File: config.mk
export PLATFORM = sky130hd
export DESIGN_NAME = ccir_top
export DESIGN_NICKNAME = d
export VERILOG_FILES = /design/src/rtl/ccir_i2c_slave.v /design/src/rtl/ccir_top.v
export VERILOG_INCLUDE_DIRS = /design/src /design/src/rtl
export SDC_FILE = /design/constraint.sdc
export NUM_CORES = 1
export LEC_CHECK = 0
export ABC_AREA = 1
export ABC_CLOCK_PERIOD_IN_PS = 2550
export BUFFER_PORTS_ARGS = -buffer_cell sky130_fd_sc_hd__clkbuf_2
export CAP_MARGIN = 20
export CORE_MARGIN = 4
export CORE_UTILIZATION = 30
export CTS_BUF_LIST = sky130_fd_sc_hd__clkbuf_8 sky130_fd_sc_hd__clkbuf_16
export DETAILED_ROUTE_END_ITERATION = 16
export GPL_ROUTABILITY_DRIVEN = 0
export PLACE_DENSITY_LB_ADDON = 0.25
export SLEW_MARGIN = 25
export SYNTH_ARGS = -nofsm -noshare
export SYNTH_HDL_FRONTEND = slang
export SYNTH_SLANG_ARGS = --single-unit
File: constraint.sdc
create_clock -name clk -period 2.55 [get_ports clk]
set_input_delay 0.51 -clock clk [delete_from_list [all_inputs] [get_ports clk]]
set_output_delay 0.51 -clock clk [all_outputs]
set_load 0.02 [all_outputs]
File: src/rtl/ccir_consts.vh
// Purpose: register map, field positions and reset values of the conversion config block
// Assumes: 16-bit registers on an 8-bit pointer, reached over the two-wire register port
// Notes: definitions only
`ifndef CCIR_CONSTS_VH
`define CCIR_CONSTS_VH

`define CCIR_ADDR_STATUS      8'h18
`define CCIR_ADDR_FAULT       8'h19
`define CCIR_ADDR_CONFIG      8'h1A
`define CCIR_ADDR_SCAN        8'h1B

`define CCIR_RST_FAULT        16'h0000
`define CCIR_RST_CONFIG       16'h2801
`define CCIR_RST_SCAN         16'h020F

`define CCIR_ST_CHAN_HI       15
`define CCIR_ST_CHAN_LO       14
`define CCIR_ST_TIMEOUT       11
`define CCIR_ST_READY         6

`define CCIR_FR_TO_WORD       13
`define CCIR_FR_AH_WORD       12
`define CCIR_FR_AL_WORD       11
`define CCIR_FR_TO_IRQ        5
`define CCIR_FR_RDY_IRQ       0

`define CCIR_CF_CHAN_HI       15
`define CCIR_CF_CHAN_LO       14
`define CCIR_CF_SLEEP         13
`define CCIR_CF_ACT_MODE      11
`define CCIR_CF_REF_SRC       9
`define CCIR_CF_IRQ_OFF       7
`define CCIR_CF_BOOST         6

`define CCIR_SC_SCAN_ON       15
`define CCIR_SC_LIST_HI       14
`define CCIR_SC_LIST_LO       13

`define CCIR_RW_TIMEOUT       13
`define CCIR_RW_AMP           12

`endif

File: src/rtl/ccir_i2c_slave.v
// Purpose: two-wire register port, pointer plus 16-bit word transfers
// Assumes: bus pins arrive asynchronously; bus clock far below clk
// Notes: no clock stretching; pointer does not auto-increment
`timescale 1ns/1ps
`default_nettype none
module ccir_i2c_slave #(
   parameter [6:0] DEV_ADDR = 7'h20
) (
   input  wire        clk,
   input  wire        rst,
   input  wire        scl_i,
   input  wire        sda_i,
   output reg         sda_oe,
   output reg  [7:0]  ptr,
   output reg         wr_stb,
   output reg  [15:0] wr_data,
   output reg         rd_stb,
   input  wire [15:0] rd_data
);
   localparam [4:0] S_IDLE = 5'h01;
   localparam [4:0] S_RX   = 5'h02;
   localparam [4:0] S_ACK  = 5'h04;
   localparam [4:0] S_TX   = 5'h08;
   localparam [4:0] S_RACK = 5'h10;

   reg  [2:0]  scl_sync_reg;
   reg  [2:0]  sda_sync_reg;
   reg  [4:0]  state_reg;
   reg  [1:0]  phase_reg;
   reg         rw_reg;
   reg         tx_byte_reg;
   reg         mack_reg;
   reg  [3:0]  bitc_reg;
   reg  [7:0]  sh_reg;
   reg  [7:0]  hi_reg;
   reg  [15:0] tx_reg;
   wire        scl_rise;
   wire        scl_fall;
   wire        start_c;
   wire        stop_c;

   // stage 0 only feeds stage 1; edges use stages 1 and 2
   assign scl_rise = scl_sync_reg[1] & ~scl_sync_reg[2];
   assign scl_fall = ~scl_sync_reg[1] & scl_sync_reg[2];
   assign start_c  = scl_sync_reg[1] & ~sda_sync_reg[1] & sda_sync_reg[2];
   assign stop_c   = scl_sync_reg[1] & sda_sync_reg[1] & ~sda_sync_reg[2];

   always @(posedge clk) begin
      if (rst) begin
         scl_sync_reg <= 3'h7;
         sda_sync_reg <= 3'h7;
         state_reg    <= S_IDLE;
         phase_reg    <= 2'h0;
         rw_reg       <= 1'b0;
         tx_byte_reg  <= 1'b0;
         mack_reg     <= 1'b0;
         bitc_reg     <= 4'h0;
         sh_reg       <= 8'h00;
         hi_reg       <= 8'h00;
         tx_reg       <= 16'h0000;
         sda_oe       <= 1'b0;
         ptr          <= 8'h00;
         wr_stb       <= 1'b0;
         wr_data      <= 16'h0000;
         rd_stb       <= 1'b0;
      end else begin
         scl_sync_reg <= {scl_sync_reg[1:0], scl_i};
         sda_sync_reg <= {sda_sync_reg[1:0], sda_i};
         wr_stb       <= 1'b0;
         rd_stb       <= 1'b0;
         if (start_c) begin
            state_reg <= S_RX;
            phase_reg <= 2'h0;
            bitc_reg  <= 4'h0;
            sda_oe    <= 1'b0;
         end else if (stop_c) begin
            state_reg <= S_IDLE;
            sda_oe    <= 1'b0;
         end else begin
            case (state_reg)
               S_IDLE: begin
                  sda_oe <= 1'b0;
               end
               S_RX: begin
                  if (scl_rise) begin
                     sh_reg   <= {sh_reg[6:0], sda_sync_reg[1]};
                     bitc_reg <= bitc_reg + 4'h1;
                  end else if (scl_fall && bitc_reg == 4'h8) begin
                     state_reg <= S_ACK;
                     sda_oe    <= 1'b1;
                     case (phase_reg)
                        2'h0: begin
                           if (sh_reg[7:1] == DEV_ADDR) begin
                              rw_reg    <= sh_reg[0];
                              phase_reg <= 2'h1;
                              if (sh_reg[0]) begin
                                 tx_reg      <= rd_data;
                                 tx_byte_reg <= 1'b0;
                                 rd_stb      <= 1'b1;
                              end
                           end else begin
                              state_reg <= S_IDLE;
                              sda_oe    <= 1'b0;
                           end
                        end
                        2'h1: begin
                           ptr       <= sh_reg;
                           phase_reg <= 2'h2;
                        end
                        2'h2: begin
                           hi_reg    <= sh_reg;
                           phase_reg <= 2'h3;
                        end
                        default: begin
                           wr_data   <= {hi_reg, sh_reg};
                           wr_stb    <= 1'b1;
                           phase_reg <= 2'h2;
                        end
                     endcase
                  end
               end
               S_ACK: begin
                  if (scl_fall) begin
                     bitc_reg <= 4'h0;
                     if (rw_reg) begin
                        state_reg <= S_TX;
                        sda_oe    <= ~tx_reg[15];
                     end else begin
                        state_reg <= S_RX;
                        sda_oe    <= 1'b0;
                     end
                  end
               end
               S_TX: begin
                  if (scl_fall) begin
                     if (bitc_reg == 4'h7) begin
                        state_reg <= S_RACK;
                        sda_oe    <= 1'b0;
                     end else begin
                        tx_reg   <= {tx_reg[14:0], 1'b0};
                        sda_oe   <= ~tx_reg[14];
                        bitc_reg <= bitc_reg + 4'h1;
                     end
                  end
               end
               S_RACK: begin
                  if (scl_rise) begin
                     mack_reg <= ~sda_sync_reg[1];
                  end else if (scl_fall) begin
                     bitc_reg <= 4'h0;
                     if (!mack_reg) begin
                        state_reg <= S_IDLE;
                     end else if (tx_byte_reg) begin
                        // a further word re-reads the same pointer
                        tx_reg      <= rd_data;
                        sda_oe      <= ~rd_data[15];
                        rd_stb      <= 1'b1;
                        tx_byte_reg <= 1'b0;
                        state_reg   <= S_TX;
                     end else begin
                        tx_reg      <= {tx_reg[14:0], 1'b0};
                        sda_oe      <= ~tx_reg[14];
                        tx_byte_reg <= 1'b1;
                        state_reg   <= S_TX;
                     end
                  end
               end
               default: begin
                  state_reg <= S_IDLE;
               end
            endcase
         end
      end
   end
endmodule // ccir_i2c_slave
`default_nettype wire

File: src/rtl/ccir_top.v
// Purpose: status, fault routing, configuration and scan control registers
// Assumes: converter core events are on clk; result msb words held here
// Notes: low word of each result reads zero; core owns full-width data
`timescale 1ns/1ps
`default_nettype none
`include "ccir_consts.vh"
module ccir_top #(
   parameter [6:0] DEV_ADDR = 7'h20,
   parameter       NUM_CH   = 4
) (
   input  wire        clk,
   input  wire        rst,
   input  wire        scl_i,
   input  wire        sda_i,
   output wire        sda_o,
   output wire        sda_oe,
   input  wire        conv_done,
   input  wire [1:0]  conv_chan,
   input  wire [11:0] conv_data,
   input  wire        timeout_evt,
   input  wire        amp_high_evt,
   input  wire        amp_low_evt,
   input  wire [1:0]  evt_chan,
   output reg         interrupt_out_n,
   output reg  [1:0]  single_channel_select,
   output reg         sleep_mode,
   output reg         activation_current_mode,
   output reg         reference_source_select,
   output reg         boosted_drive_ch0,
   output reg         multi_channel_scan_on,
   output reg  [1:0]  scan_channel_list,
   output reg  [1:0]  next_conv_channel
);
   wire [7:0]  ptr;
   wire        wr_stb;
   wire [15:0] wr_data;
   wire        rd_stb;
   reg  [15:0] rd_data;
   reg  [15:0] fault_routing_reg;
   reg  [15:0] device_config_reg;
   reg  [15:0] scan_control_reg;
   reg  [1:0]  faulting_channel_id_reg;
   reg         status_timeout_flag_reg;
   reg         status_result_ready_reg;
   reg         irq_pend_reg;
   reg  [3:0]  pending_reg;
   reg  [3:0]  result_timeout_flag_reg;
   reg  [3:0]  result_amplitude_flag_reg;
   reg  [11:0] result_msb_reg [0:3];
   reg  [1:0]  seq_last;
   wire        status_rd;
   wire        scan_on;
   wire        to_irq_evt;
   wire        rdy_irq_evt;
   wire        amp_word_evt;

   function is_data_addr;
      input [7:0] a;
      input [1:0] ch;
      begin
         is_data_addr = (a == {5'h00, ch, 1'b0});
      end
   endfunction

   ccir_i2c_slave #(
      .DEV_ADDR (DEV_ADDR)
   ) u_port (
      .clk     (clk),
      .rst     (rst),
      .scl_i   (scl_i),
      .sda_i   (sda_i),
      .sda_oe  (sda_oe),
      .ptr     (ptr),
      .wr_stb  (wr_stb),
      .wr_data (wr_data),
      .rd_stb  (rd_stb),
      .rd_data (rd_data)
   );

   assign sda_o     = 1'b0;
   assign status_rd = rd_stb && (ptr == `CCIR_ADDR_STATUS);
   assign scan_on   = scan_control_reg[`CCIR_SC_SCAN_ON];

   // last channel of the repeating sequence, clipped to channel 1 on parts with fewer than four channels
   always @* begin
      case (scan_control_reg[`CCIR_SC_LIST_HI:`CCIR_SC_LIST_LO])
         2'h1:    seq_last = 2'h2;
         2'h2:    seq_last = 2'h3;
         default: seq_last = 2'h1;
      endcase
      if (NUM_CH < 4) begin
         seq_last = 2'h1;
      end
   end

   assign to_irq_evt   = timeout_evt && fault_routing_reg[`CCIR_FR_TO_IRQ];
   assign rdy_irq_evt  = conv_done && fault_routing_reg[`CCIR_FR_RDY_IRQ] &&
                         (!scan_on || conv_chan == seq_last);
   assign amp_word_evt = (amp_high_evt && fault_routing_reg[`CCIR_FR_AH_WORD]) ||
                         (amp_low_evt && fault_routing_reg[`CCIR_FR_AL_WORD]);

   always @* begin
      rd_data = 16'h0000;
      case (ptr)
         `CCIR_ADDR_STATUS: begin
            rd_data[`CCIR_ST_CHAN_HI:`CCIR_ST_CHAN_LO] = faulting_channel_id_reg;
            rd_data[`CCIR_ST_TIMEOUT] = status_timeout_flag_reg;
            rd_data[`CCIR_ST_READY]   = status_result_ready_reg;
            rd_data[3:0] = {pending_reg[0], pending_reg[1], pending_reg[2], pending_reg[3]};
         end
         `CCIR_ADDR_FAULT:  rd_data = fault_routing_reg;
         `CCIR_ADDR_CONFIG: rd_data = device_config_reg;
         `CCIR_ADDR_SCAN:   rd_data = scan_control_reg;
         default: begin
            if (ptr[7:3] == 5'h00 && !ptr[0] && ptr[2:1] < NUM_CH) begin
               rd_data[`CCIR_RW_TIMEOUT] = result_timeout_flag_reg[ptr[2:1]];
               rd_data[`CCIR_RW_AMP]     = result_amplitude_flag_reg[ptr[2:1]];
               rd_data[11:0]             = result_msb_reg[ptr[2:1]];
            end
         end
      endcase
   end

   always @(posedge clk) begin
      if (rst) begin
         fault_routing_reg <= `CCIR_RST_FAULT;
         device_config_reg <= `CCIR_RST_CONFIG;
         scan_control_reg  <= `CCIR_RST_SCAN;
      end else if (wr_stb) begin
         // reserved fields are stored as written; host keeps them fixed
         case (ptr)
            `CCIR_ADDR_FAULT:  fault_routing_reg <= wr_data;
            `CCIR_ADDR_CONFIG: device_config_reg <= wr_data;
            `CCIR_ADDR_SCAN:   scan_control_reg  <= wr_data;
            default: begin
            end
         endcase
      end
   end

   // sticky flags: a new event in the clearing cycle wins
   always @(posedge clk) begin
      if (rst) begin
         faulting_channel_id_reg <= 2'h0;
         status_timeout_flag_reg <= 1'b0;
         status_result_ready_reg <= 1'b0;
         irq_pend_reg            <= 1'b0;
      end else begin
         if (status_rd || (rd_stb && is_data_addr(ptr, faulting_channel_id_reg))) begin
            status_timeout_flag_reg <= 1'b0;
         end
         if (status_rd) begin
            status_result_ready_reg <= 1'b0;
            irq_pend_reg            <= 1'b0;
         end
         if (to_irq_evt) begin
            status_timeout_flag_reg <= 1'b1;
         end
         if (rdy_irq_evt) begin
            status_result_ready_reg <= 1'b1;
         end
         if ((to_irq_evt || rdy_irq_evt) && !device_config_reg[`CCIR_CF_IRQ_OFF]) begin
            irq_pend_reg <= 1'b1;
         end
         if (to_irq_evt || amp_word_evt ||
             (timeout_evt && fault_routing_reg[`CCIR_FR_TO_WORD])) begin
            faulting_channel_id_reg <= evt_chan;
         end else if (rdy_irq_evt) begin
            faulting_channel_id_reg <= conv_chan;
         end
      end
   end

   genvar g;
   generate
      for (g = 0; g < 4; g = g + 1) begin : g_chan
         // channel number cut to the width of the channel fields
         localparam [31:0] CH_ID = g;
         always @(posedge clk) begin
            if (rst) begin
               pending_reg[g]               <= 1'b0;
               result_timeout_flag_reg[g]   <= 1'b0;
               result_amplitude_flag_reg[g] <= 1'b0;
               result_msb_reg[g]            <= 12'h000;
            end else begin
               if (rd_stb && is_data_addr(ptr, CH_ID[1:0])) begin
                  pending_reg[g]               <= 1'b0;
                  result_timeout_flag_reg[g]   <= 1'b0;
                  result_amplitude_flag_reg[g] <= 1'b0;
               end else if (status_rd && faulting_channel_id_reg == CH_ID[1:0]) begin
                  result_timeout_flag_reg[g]   <= 1'b0;
                  result_amplitude_flag_reg[g] <= 1'b0;
               end
               if (conv_done && conv_chan == CH_ID[1:0] && g < NUM_CH) begin
                  pending_reg[g]    <= 1'b1;
                  result_msb_reg[g] <= conv_data;
               end
               if (timeout_evt && evt_chan == CH_ID[1:0] && fault_routing_reg[`CCIR_FR_TO_WORD]) begin
                  result_timeout_flag_reg[g] <= 1'b1;
               end
               if (amp_word_evt && evt_chan == CH_ID[1:0]) begin
                  result_amplitude_flag_reg[g] <= 1'b1;
               end
            end
         end
      end
   endgenerate

   // outputs to the core, one cycle behind the register writes
   always @(posedge clk) begin
      if (rst) begin
         interrupt_out_n         <= 1'b1;
         single_channel_select   <= 2'h0;
         sleep_mode              <= 1'b1;
         activation_current_mode <= 1'b1;
         reference_source_select <= 1'b0;
         boosted_drive_ch0       <= 1'b0;
         multi_channel_scan_on   <= 1'b0;
         scan_channel_list       <= 2'h0;
         next_conv_channel       <= 2'h0;
      end else begin
         interrupt_out_n         <= ~irq_pend_reg;
         single_channel_select   <= device_config_reg[`CCIR_CF_CHAN_HI:`CCIR_CF_CHAN_LO];
         sleep_mode              <= device_config_reg[`CCIR_CF_SLEEP];
         activation_current_mode <= device_config_reg[`CCIR_CF_ACT_MODE];
         reference_source_select <= device_config_reg[`CCIR_CF_REF_SRC];
         // boost is unsafe with several channels, so scan overrides it
         boosted_drive_ch0       <= device_config_reg[`CCIR_CF_BOOST] && !scan_on;
         multi_channel_scan_on   <= scan_on;
         scan_channel_list       <= scan_control_reg[`CCIR_SC_LIST_HI:`CCIR_SC_LIST_LO];
         if (!scan_on) begin
            next_conv_channel <= device_config_reg[`CCIR_CF_CHAN_HI:`CCIR_CF_CHAN_LO];
         end else if (conv_done) begin
            next_conv_channel <= (conv_chan >= seq_last) ? 2'h0 : conv_chan + 2'h1;
         end else if (next_conv_channel > seq_last) begin
            next_conv_channel <= 2'h0;
         end
      end
   end
endmodule // ccir_top
`default_nettype wire

==> out/metrics.yaml, run 1 <==
critical_path:
  r2r_slack_ns: 0.53
  cp-start-kind: "flop"
  crit_path_start: "u_port.state_reg[2]"
  cp-endpoint: "u_port.ptr[0]"
  worstSetupPathType: "reg -> reg"
  crit_path_end_kind: "flop"
  ff2ff_path_depth: 8
  cp_data_arrival_time_ns: 2.42
  required_ns: 2.95
  cp_max_fo: 16
  critPathSlowestCell: "dfxtp_1"
  rr_startpoint: "u_port.state_reg[2]"
  slowest_delay_ns: 0.36
  crit_chain: "nor2_4, nand3_2, nor2_2, nand2_1, inv_2, nand4_4, o21ai_0, a21oi_1"
  rr_endpoint: "u_port.ptr[0]"
yosys:
  synth-main-ff-cell: "dfxtp_1"
  synthArstFlopShare_pct: 0
  syn_area_um2: 9400
  synth.distinct_cells: 45
  avgSynthCellArea_um2: 7.63
  synth_nets: 1267
  yosysWarnings: 0
  ys_ff_latch: 206
  yosysSeqAreaShare_pct: 49.0
  synthCells: 1232
  synth_edf_count: 48
detailed_routing:
  drt_iter0_markers: 678
  routed_wl_mm: 26.1
  drt-pass1-iter-count: 7
  ant_nets: 0
  viasPerCell: 4.77
  wire_per_inst_um: 15.6
  drc: 0
  vias: 7983
clocking:
  cts.clk_slew.worst_paths_ns: 0.06
  hold_buffers: 0
  cts_tree: "yes"
  clockBufferDepth: 3
  numCtsBuffers: 24
  htreeDepth: 1
  cts_setup_buffers: 0
  ctsResizeCount: 0
  clock_tree.root_cell: "clkbuf_16"
  clock_sinks: 206
  clk_latency_ns: 0.52
timing:
  clock_skew_ns: 0.0143
  slew_headroom_pct: 53.0
  tightest_slew_ns: 0.705
  setup_ws_ns: 0.530
  period_minus_slack_ns: 2.02
  setup_tns_ns: 0
  rsz0062_at_grt: "false"
  setup_viol: 0
  fin_crit_sh_pct: 79.2
  report.final.slew_viol_count: 0
  finalHoldViolations: 0
  max_freq_ghz: 0.495
grt:
  grt_overflow: 0
  antenna_found_initial: 0
  grt_use_total_pct: 15.0
  grt_pass1_wl_mm: 41.1
  grt_max_degree: 58
  grt_pass1_vias: 7417
place:
  pre_cts_ws_ns: 0.510
  dpl.hpwl_mm: 18.5
  numPortBuffers: 36
floorplanning:
  fp.dieArea_um2: 34200
  core_area_um2: 30700
  die_h_um: 185
  num_rows: 64
  die_w_um: 185
  floorplan.initialDensity_pct: 30.6
  ios: 38
layout:
  largest_register_ffs: 48
  most-common-layout-cells: "nand2_1 (236), dfxtp_1 (158), nor2_1 (156)"
  insertedDiodeCount: 0
  syn2layout_area_growth_pct: 15.3
  drive_gt1_share_pct: 11.0
  n_fill_cell: 3266
  nets: 1296
  final_common_cell: "nand2_1"
run:
  drv_cap: 0
power_and_ir_drop:
  power_leakage_nw: 4.45
  ir_worst_vdd_mv: 0.477
  p_per_area_nw_per_um2: 727
  p_total_w: 0.00788
status:
  status: "complete, no violations"
min_path:
  hold_class: "in -> reg"
[logic make-up (layout without fill, tap and decap cells)]
family | Yosys count | after routing | synth area share [%]
adder cells (fa/ha/maj) | 11 | 11 | 1.46
flip-flops | 206 | 206 | 49.0
buffers and inverters | 198 | 244 | 8.73
AND/OR/NAND/NOR | 575 | 575 | 27.3
AO/OA/AOI/OAI | 240 | 240 | 13.4
XOR/XNOR | 1 | 1 | 0.0932
other | 1 | 1 | 0.0399
[worst min path at each step]
stage	startpoint	to	slack, ns	depth (start not counted)
6_report	sda_i	u_port.sda_sync_reg[0]	0.18	2
5_1_grt	scl_i	u_port.scl_sync_reg[0]	0.17	2
2_1_floorplan	irq_pend_reg	interrupt_out_n	0.37	1
3_3_place_gp	u_port.scl_sync_reg[0]	u_port.scl_sync_reg[1]	0.39	1
4_1_cts	sda_i	u_port.sda_sync_reg[0]	0.16	2
3_5_place_dp	u_port.sda_sync_reg[0]	u_port.sda_sync_reg[1]	0.39	1
[metal layers]
metal  track usage [%]  vias to the layer above  wire, um
li1                  -                     4098         -
met1              21.6                     3670     12900
met2              23.8                      180     11500
met3              2.12                       35      1180
met4              3.49                        0       574
met5                 0                        -         0
[cell usage after synthesis (8+ instances only)]
library cell	n	area [um2]
nand2_1	236	886
dfxtp_1	158	3160
nor2_1	156	586
inv_1	133	499
a21oi_1	114	571
nand3_1	114	571
o21ai_0	104	521
edfxtp_1	48	1440
clkbuf_1	31	116
nand4_1	22	138
buf_2	11	55.1
ha_1	11	138
inv_2	10	37.5
nand3_2	8	80.1
[power by group]
part / total (W) / internal [W] / switching [W] / leakage, nW
logic: 0.000606 / 0.000174 / 0.000432 / 2.25
registers: 0.00349 / 0.00344 / 0.0000552 / 1.75
clock network: 0.00378 / 0.00243 / 0.00135 / 0.454
[worst max-delay path, delay by kind of cell (launching register included)]
family / cells / cell delay, ns
AND/OR/NAND/NOR: 5 / 0.96
AO/OA/AOI/OAI: 2 / 0.39
flip-flops: 1 / 0.36
buffers and inverters: 1 / 0.18
[layout make-up]
class	count	area, um2	share of cell area [%]
well taps	396	495	4.57
inverters	143	537	4.95
clock inverters	16	224	2.07
flip-flops and latches	206	4600	42.5
multi-input cells	828	3980	36.7
clock buffers	27	653	6.03
repair buffers	58	345	3.19
[stage by stage]
step                utilization [%]  hold WS (ns)  instance area [um2]  cells
floorplan                         -         0.367                 9400   1232
global placement               32.4         0.391                 9960   1631
detailed placement             32.4         0.393                 9960   1631
CTS                            35.2         0.159                10800   1674
global route                   35.2         0.169                10800   1674
finish                         35.2         0.179                10800   1674
No activity file was read; power rests on OpenSTA's default activity.
==> inputs of run 2 (changes only) <==
--- a/config.mk
+++ b/config.mk
@@ -7,7 +7,7 @@
 export NUM_CORES = 1
 export LEC_CHECK = 0
 export ABC_AREA = 1
-export ABC_CLOCK_PERIOD_IN_PS = 2550
+export ABC_CLOCK_PERIOD_IN_PS = 1780
 export BUFFER_PORTS_ARGS = -buffer_cell sky130_fd_sc_hd__clkbuf_2
 export CAP_MARGIN = 20
 export CORE_MARGIN = 4
==> constraint.sdc (replaced) <==
create_clock -name clk -period 1.78 [get_ports clk]
set_input_delay 0.356 -clock clk [delete_from_list [all_inputs] [get_ports clk]]
set_output_delay 0.356 -clock clk [all_outputs]
set_load 0.02 [all_outputs]
==> run 2 against run 1 <==
Net effect:
- non-clock buffer count rose by 81
- critical path type unchanged
- highest routed layer unchanged
- sequential share of layout area fell by 3.3 points
- sequential power rose by 44%
- combinational power increased by 98%
- via count up 5.1%
- first-iteration DRC count is 5.2% lower
- design area grew 8.7%
- setup slack got worse by 0.50 ns
- clock skew down 0.0024 ns
- worst hold slack got worse by 0.036 ns
- utilization increased by 3.1 points
- critical path depth grew 6
==> out/metrics.yaml, run 2 (synthesis results as in run 1) <==
critical_path:
  slowest_delay_ns: 0.33  # was 0.36 ns
  crit_path_start: "u_port.bitc_reg[1]"  # was u_port.state_reg[2]
  cp_max_fo: 7  # was 16
  required_ns: 2.24  # was 2.95 ns
  cp-start-kind: "flop"  # unchanged
  cp-endpoint: "u_port.tx_reg[12]"  # was u_port.ptr[0]
  cp_data_arrival_time_ns: 2.21  # was 2.42 ns
  crit_chain: "inv_2, ha_4, nand2_4, inv_2, nand3b_1, nand2_2, nand3_2, nor2_4, buf_12, buf_16, nand3_1, nand3_1, nand2_1, inv_1"  # was nor2_4, nand3_2, nor2_2, nand2_1, inv_2, nand4_4, o21ai_0, a21oi_1
  rr_startpoint: "u_port.bitc_reg[1]"  # was u_port.state_reg[2]
  critPathSlowestCell: "dfxtp_2"  # was dfxtp_1
  crit_path_end_kind: "flop"  # unchanged
  rr_endpoint: "u_port.tx_reg[12]"  # was u_port.ptr[0]
  r2r_slack_ns: 0.03  # was 0.53 ns
  worstSetupPathType: "reg -> reg"  # unchanged
  ff2ff_path_depth: 14  # was 8
clocking:
  numCtsBuffers: 24  # unchanged
  clock_sinks: 206  # unchanged
  clock_tree.root_cell: "clkbuf_16"  # unchanged
  cts.clk_slew.worst_paths_ns: 0.06  # about the same
  clockBufferDepth: 3  # unchanged
  htreeDepth: 1  # unchanged
  cts_tree: "yes"  # unchanged
  clk_latency_ns: 0.52  # about the same
detailed_routing:
  wire_per_inst_um: 15.7  # was 15.6 um
  drt-pass1-iter-count: 5  # was 7
  vias: 8389  # was 7,983
  viasPerCell: 4.78  # was 4.77
  ant_nets: 0  # unchanged
  routed_wl_mm: 27.6  # was 26.1 mm
  drt_iter0_markers: 643  # was 678
  drc: 0  # unchanged
timing:
  clock_skew_ns: 0.0119  # was 0.0143 ns
  rsz0062_at_grt: "true"  # was false
  fin_crit_sh_pct: 98.1  # was 79.2%
  finalHoldViolations: 0  # unchanged
  max_freq_ghz: 0.573  # was 0.495 GHz
  setup_viol: 0  # unchanged
  slew_headroom_pct: 53.0  # about the same
  tightest_slew_ns: 0.704  # was 0.705 ns
  period_minus_slack_ns: 1.75  # was 2.02 ns
  report.final.slew_viol_count: 0  # unchanged
place:
  numPortBuffers: 36  # unchanged
  dpl.hpwl_mm: 19.7  # was 18.5 mm
  dp_cells: 1696  # was 1,631
  dpl_cell_area_um2: 10500  # was 9960 um2
grt:
  grt_overflow: 0  # unchanged
  grt_pass1_wl_mm: 43.1  # was 41.1 mm
  grt_pass1_vias: 7929  # was 7,417
  antenna_found_initial: 0  # unchanged
  grt_max_degree: 58  # unchanged
  grt_use_total_pct: 15.7  # was 15.0%
power_and_ir_drop:
  clkPwrFrac_pct: 44.4  # was 48.0%
  power_frac_comb_pct: 10.7  # was 7.7%
  ir_worst_vdd_mv: 0.604  # was 0.477 mV
  internal_power_w: 0.00839  # was 0.00604 W
  p_per_area_nw_per_um2: 950  # was 727 nW/um2
  seq_power_share_pct: 44.9  # was 44.4%
  swShare_pct: 25.0  # was 23.3%
  power_leakage_nw: 4.92  # was 4.45 nW
  p_sw_w: 0.00280  # was 0.00184 W
layout:
  most-common-layout-cells: "nand2_1 (229), dfxtp_1 (149), nor2_1 (145)"  # was nand2_1 (236), dfxtp_1 (158), nor2_1 (156)
  nets: 1379  # was 1,296
  final_common_cell: "nand2_1"  # unchanged
  n_fill_cell: 3263  # was 3,266
  syn2layout_area_growth_pct: 25.3  # was 15.3%
  largest_register_ffs: 48  # unchanged
  insertedDiodeCount: 0  # unchanged
  fin_area_um2: 11800  # was 10,800 um2
  drive_gt1_share_pct: 19.8  # was 11.0%
  final_cells: 1756  # was 1,674
floorplanning:
  fp.dieArea_um2: 34200  # unchanged
  die_h_um: 185  # unchanged
  floorplan.initialDensity_pct: 30.6  # unchanged
  core_area_um2: 30700  # unchanged
  num_rows: 64  # unchanged
  die_w_um: 185  # unchanged
  ios: 38  # unchanged
min_path:
  hold_class: "in -> reg"  # unchanged
status:
  status: "complete, no violations"  # unchanged
run:
  drv_cap: 0  # unchanged
## run 2: cell count changes in the layout (fill, tap and decap cells not counted), sizes merged
cell and delta:
clkinv +4, dlygate4sd3 +2, bufinv -3, inv -3, buf +79, clkbuf -1
clkinvlp +2, nand2 +2
## run 2: worst min path at each step
stage | from | to | slack, ns | depth (start not counted)
2_1_floorplan | irq_pend_reg | interrupt_out_n | 0.37 | 1
3_3_place_gp | u_port.scl_sync_reg[0] | u_port.scl_sync_reg[1] | 0.39 | 1
3_5_place_dp | u_port.scl_sync_reg[0] | u_port.scl_sync_reg[1] | 0.39 | 1
4_1_cts | evt_chan[1] | result_timeout_flag_reg[3] | 0.12 | 3
5_1_grt | evt_chan[1] | result_timeout_flag_reg[3] | 0.14 | 3
6_report | evt_chan[1] | result_timeout_flag_reg[3] | 0.14 | 3
## run 2: routing by layer
layer	track usage, %	vias up	wire length, um
li1	-	4278	-
met1	21.6	3902	13100
met2	26.4	170	12900
met3	1.87	39	1010
met4	4.11	0	634
met5	0	-	0
## run 2: metrics by stage
| step | TNS, ns | setup slack [ns] | power, W | hold WS (ns) | utilization [%] |
|---|---|---|---|---|---|
| global placement | -0.392 | -0.0786 | 0.00605 | 0.393 | 34.3 |
| detailed placement | -0.885 | -0.0880 | 0.00606 | 0.395 | 34.3 |
| floorplan | 0 | 0.124 | 0.00573 | 0.367 | - |
| finish | 0 | 0.0339 | 0.0112 | 0.143 | 38.3 |
| CTS | 0 | 0.00502 | 0.0111 | 0.119 | 37.2 |
| global route | -0.689 | -0.0602 | 0.0117 | 0.138 | 38.3 |
## run 2: repair_timing
item | 4_1_cts | 5_1_grt
gates cloned | 2 | 1
resized for setup | 10 | 72
endpoints found under the hold margin | 2 | 0
hold buffers | 2 | 0
setup buffers | 3 | 10
pin swaps | 5 | 25
setup endpoints to repair | 22 | 100
## run 2: worst max-delay path: cells and delay by family, from the launching register on
kind,cells,cell delay [ns]
adders and majority gates,1,0.15
buffers and inverters,5,0.48
DFF,1,0.33
and+or+nand+nor,8,0.72
## run 2: cell type report
| class | count | area (um2) | area share [%] |
|---|---|---|---|
| Sequential cell | 206 | 4620 | 39.2 |
| Multi-Input combinational cell | 830 | 4240 | 36.0 |
| Timing Repair Buffer | 139 | 1100 | 9.32 |
| Clock buffer | 26 | 639 | 5.43 |
| Inverter | 143 | 539 | 4.58 |
| Tap cell | 396 | 495 | 4.21 |
| Clock inverter | 16 | 151 | 1.29 |
## run 2: power by group through the flow
stage	Sequential, W	Combinational (W)	Clock (W)
floorplan	0.00510	0.000636	0
global placement	0.00510	0.000944	0
finish	0.00502	0.00120	0.00496
global route	0.00503	0.00133	0.00531
CTS	0.00501	0.00102	0.00512
detailed placement	0.00511	0.000949	0
==> inputs of run 3 (changes only) <==
--- a/config.mk
+++ b/config.mk
@@ -7,10 +7,9 @@
 export NUM_CORES = 1
 export LEC_CHECK = 0
 export ABC_AREA = 1
-export ABC_CLOCK_PERIOD_IN_PS = 1780
+export ABC_CLOCK_PERIOD_IN_PS = 1400
 export BUFFER_PORTS_ARGS = -buffer_cell sky130_fd_sc_hd__clkbuf_2
 export CAP_MARGIN = 20
-export CORE_MARGIN = 4
 export CORE_UTILIZATION = 30
 export CTS_BUF_LIST = sky130_fd_sc_hd__clkbuf_8 sky130_fd_sc_hd__clkbuf_16
 export DETAILED_ROUTE_END_ITERATION = 16
==> constraint.sdc (replaced) <==
create_clock -name clk -period 1.4 [get_ports clk]
set_input_delay 0.28 -clock clk [delete_from_list [all_inputs] [get_ports clk]]
set_output_delay 0.28 -clock clk [all_outputs]
set_load 0.02 [all_outputs]
==> run 3 against run 2 <==
Net effect:
- critical path depth decreased by 3
- the run now ends with DRC, setup timing left
- sequential cell count is the same
- utilization increased by 8.0 points
- critical path type unchanged
- largest cell class is now multi-input combinational cells
- highest routed layer unchanged
- global-route usage rose by 2.4 points
- non-clock buffer count grew 116
- sequential power is 27% higher
- cell count grew 6.8%
==> out/metrics.yaml, run 3 (synthesis results as in run 1) <==
critical_path:
  crit_path_end_kind: "flop"  # unchanged
  required_ns: 1.81  # was 2.24 ns
  ff2ff_path_depth: 11  # was 14
  cp-start-kind: "flop"  # unchanged
  worstSetupPathType: "reg -> reg"  # unchanged
  r2r_slack_ns: -0.34  # was 0.03 ns
  cp_data_arrival_time_ns: 2.15  # was 2.21 ns
  cp_max_fo: 6  # was 7
place:
  numPortBuffers: 36  # unchanged
  pre_cts_ws_ns: -0.335  # was -0.0880 ns
  dpl.hpwl_mm: 19.2  # was 19.7 mm
grt:
  use_met1_pct: 24.1  # was 21.6%
  grt_pass1_wl_mm: 45.9  # was 43.1 mm
  grt_use_met3_pct: 2.04  # was 1.87%
  grt_pass1_vias: 8642  # was 7,929
  grt_busiest_layer: "met2"  # unchanged
  grt_overflow: 0  # unchanged
  antenna_found_initial: 0  # unchanged
  grt_util_met2_pct: 30.3  # was 26.4%
  grt_use_total_pct: 18.1  # was 15.7%
  grt_max_degree: 58  # unchanged
detailed_routing:
  drt_iter0_markers: 612  # was 643
  ant_nets: 0  # unchanged
  drc: 4  # was 0
  viasPerCell: 4.81  # was 4.78
  drt-pass1-iter-count: 11  # was 5
  wire_per_inst_um: 15.6  # was 15.7 um
  routed_wl_mm: 29.3  # was 27.6 mm
  vias: 9031  # was 8,389
layout:
  insertedDiodeCount: 0  # unchanged
  utilization_pct: 46.3  # was 38.3%
  syn2layout_area_growth_pct: 51.6  # was 25.3%
  drive_gt1_share_pct: 40.9  # was 19.8%
  n_fill_cell: 3008  # was 3,263
  most-common-layout-cells: "nand2_1 (177), dfxtp_1 (142), nor2_1 (139)"  # was nand2_1 (229), dfxtp_1 (149), nor2_1 (145)
  final_common_cell: "nand2_1"  # unchanged
  nets: 1497  # was 1,379
  largest_register_ffs: 48  # unchanged
floorplanning:
  core_area_um2: 30700  # unchanged
  num_rows: 64  # unchanged
  die_w_um: 179  # was 185 um
  die_h_um: 179  # was 185 um
  fp.dieArea_um2: 32100  # was 34,200 um2
  ios: 38  # unchanged
  floorplan.initialDensity_pct: 30.6  # unchanged
timing:
  rsz0062_at_grt: "true"  # unchanged
  finalHoldViolations: 0  # unchanged
  max_freq_ghz: 0.574  # was 0.573 GHz
  report.final.slew_viol_count: 0  # unchanged
  tightest_slew_ns: 0.670  # was 0.704 ns
  setup_ws_ns: -0.342  # was 0.0339 ns
  period_minus_slack_ns: 1.74  # was 1.75 ns
  clock_skew_ns: 0.00876  # was 0.0119 ns
  slew_headroom_pct: 55.3  # was 53.0%
  fin_crit_sh_pct: 124  # was 98.1%
  setup_viol: 129  # was 0
power_and_ir_drop:
  ir_worst_vdd_mv: 0.779  # was 0.604 mV
  p_per_area_nw_per_um2: 1020  # was 950 nW/um2
  power_leakage_nw: 5.72  # was 4.92 nW
clocking:
  clock_tree.root_cell: "clkbuf_16"  # unchanged
  numCtsBuffers: 24  # unchanged
  cts.clk_slew.worst_paths_ns: 0.06  # about the same
  clockBufferDepth: 3  # unchanged
  cts_tree: "yes"  # unchanged
  htreeDepth: 1  # unchanged
  clk_latency_ns: 0.52  # about the same
  clock_sinks: 206  # unchanged
min_path:
  hold_class: "in -> reg"  # unchanged
  min_path_cells: 3  # unchanged
status:
  status: "finished, violations left"  # was complete, no violations
  violations: "DRC, setup timing"
run:
  drv_cap: 0  # unchanged
## run 3: cell count changes in the layout (fill, tap and decap cells not counted), sizes merged
cell	delta
bufinv	-1
clkinv	+1
buf	+116
clkbuf	+2
and2	+2
## run 3: through the flow
step	hold WS, ns	total power, W	setup TNS (ns)	instance area (um2)	std cells
final	0.0647	0.0146	-24.81	14200	1876
after global routing	0.0819	0.0152	-35.95	14200	1876
after floorplan	0.367	0.00736	-6.35	9540	1232
after CTS	0.0534	0.0146	-20.84	13500	1858
after global placement	0.393	0.00809	-24.05	11500	1780
after detailed placement	0.390	0.00810	-25.46	11500	1780
## run 3: timing repair
item | in CTS | in global routing
cloned | 10 | 4
gates resized for setup | 266 | 173
buffers inserted | 25 | 18
hold buffers | 2 | 0
endpoints found under the setup margin | 140 | 140
hold endpoints to repair | 2 | 0
pin swaps | 75 | 71
## run 3: layout make-up
type	instances	area, um2	share of cell area, %
Tap cell	396	495	3.48
Multi-Input combinational cell	832	5320	37.3
Clock inverter	16	125	0.878
Timing Repair Buffer	255	2420	17.0
Sequential cell	206	4630	32.5
Clock buffer	28	667	4.68
Inverter	143	592	4.15
## run 3: metal layers
layer	part of all wire (%)	up-vias
met5	0	-
met4	2.9	0
met3	3.0	51
met2	49	165
met1	45	4276
li1	-	4539
## run 3: power by group
group / total, W / switching (W) / internal [W] / leakage [nW]
Combinational: 0.00198 / 0.00111 / 0.000866 / 3.56
Sequential: 0.00638 / 0.000101 / 0.00627 / 1.75
Clock: 0.00624 / 0.00249 / 0.00374 / 0.409
## run 3: path summary, 6_finish.rpt
| kind | end | start |
|---|---|---|
| worst max-delay path | u_port.wr_data[1] | u_port.bitc_reg[0] |
| worst min-delay path | result_timeout_flag_reg[2] | evt_chan[1] |
| worst max register to register | u_port.wr_data[1] | u_port.bitc_reg[0] |
| worst min register to register | u_port.sda_sync_reg[1] | u_port.sda_sync_reg[0] |
## run 3: worst max-delay path: stages, from the launching register on
cell and delay [ns]:
dfxtp_2 0.33, inv_2 0.08, ha_4 0.13, nand2_4 0.05, inv_2 0.04, nand3b_1 0.15, nor2_2 0.20, nand4_1 0.13
buf_6 0.16, buf_6 0.13, o21ai_1 0.17, a21oi_1 0.06
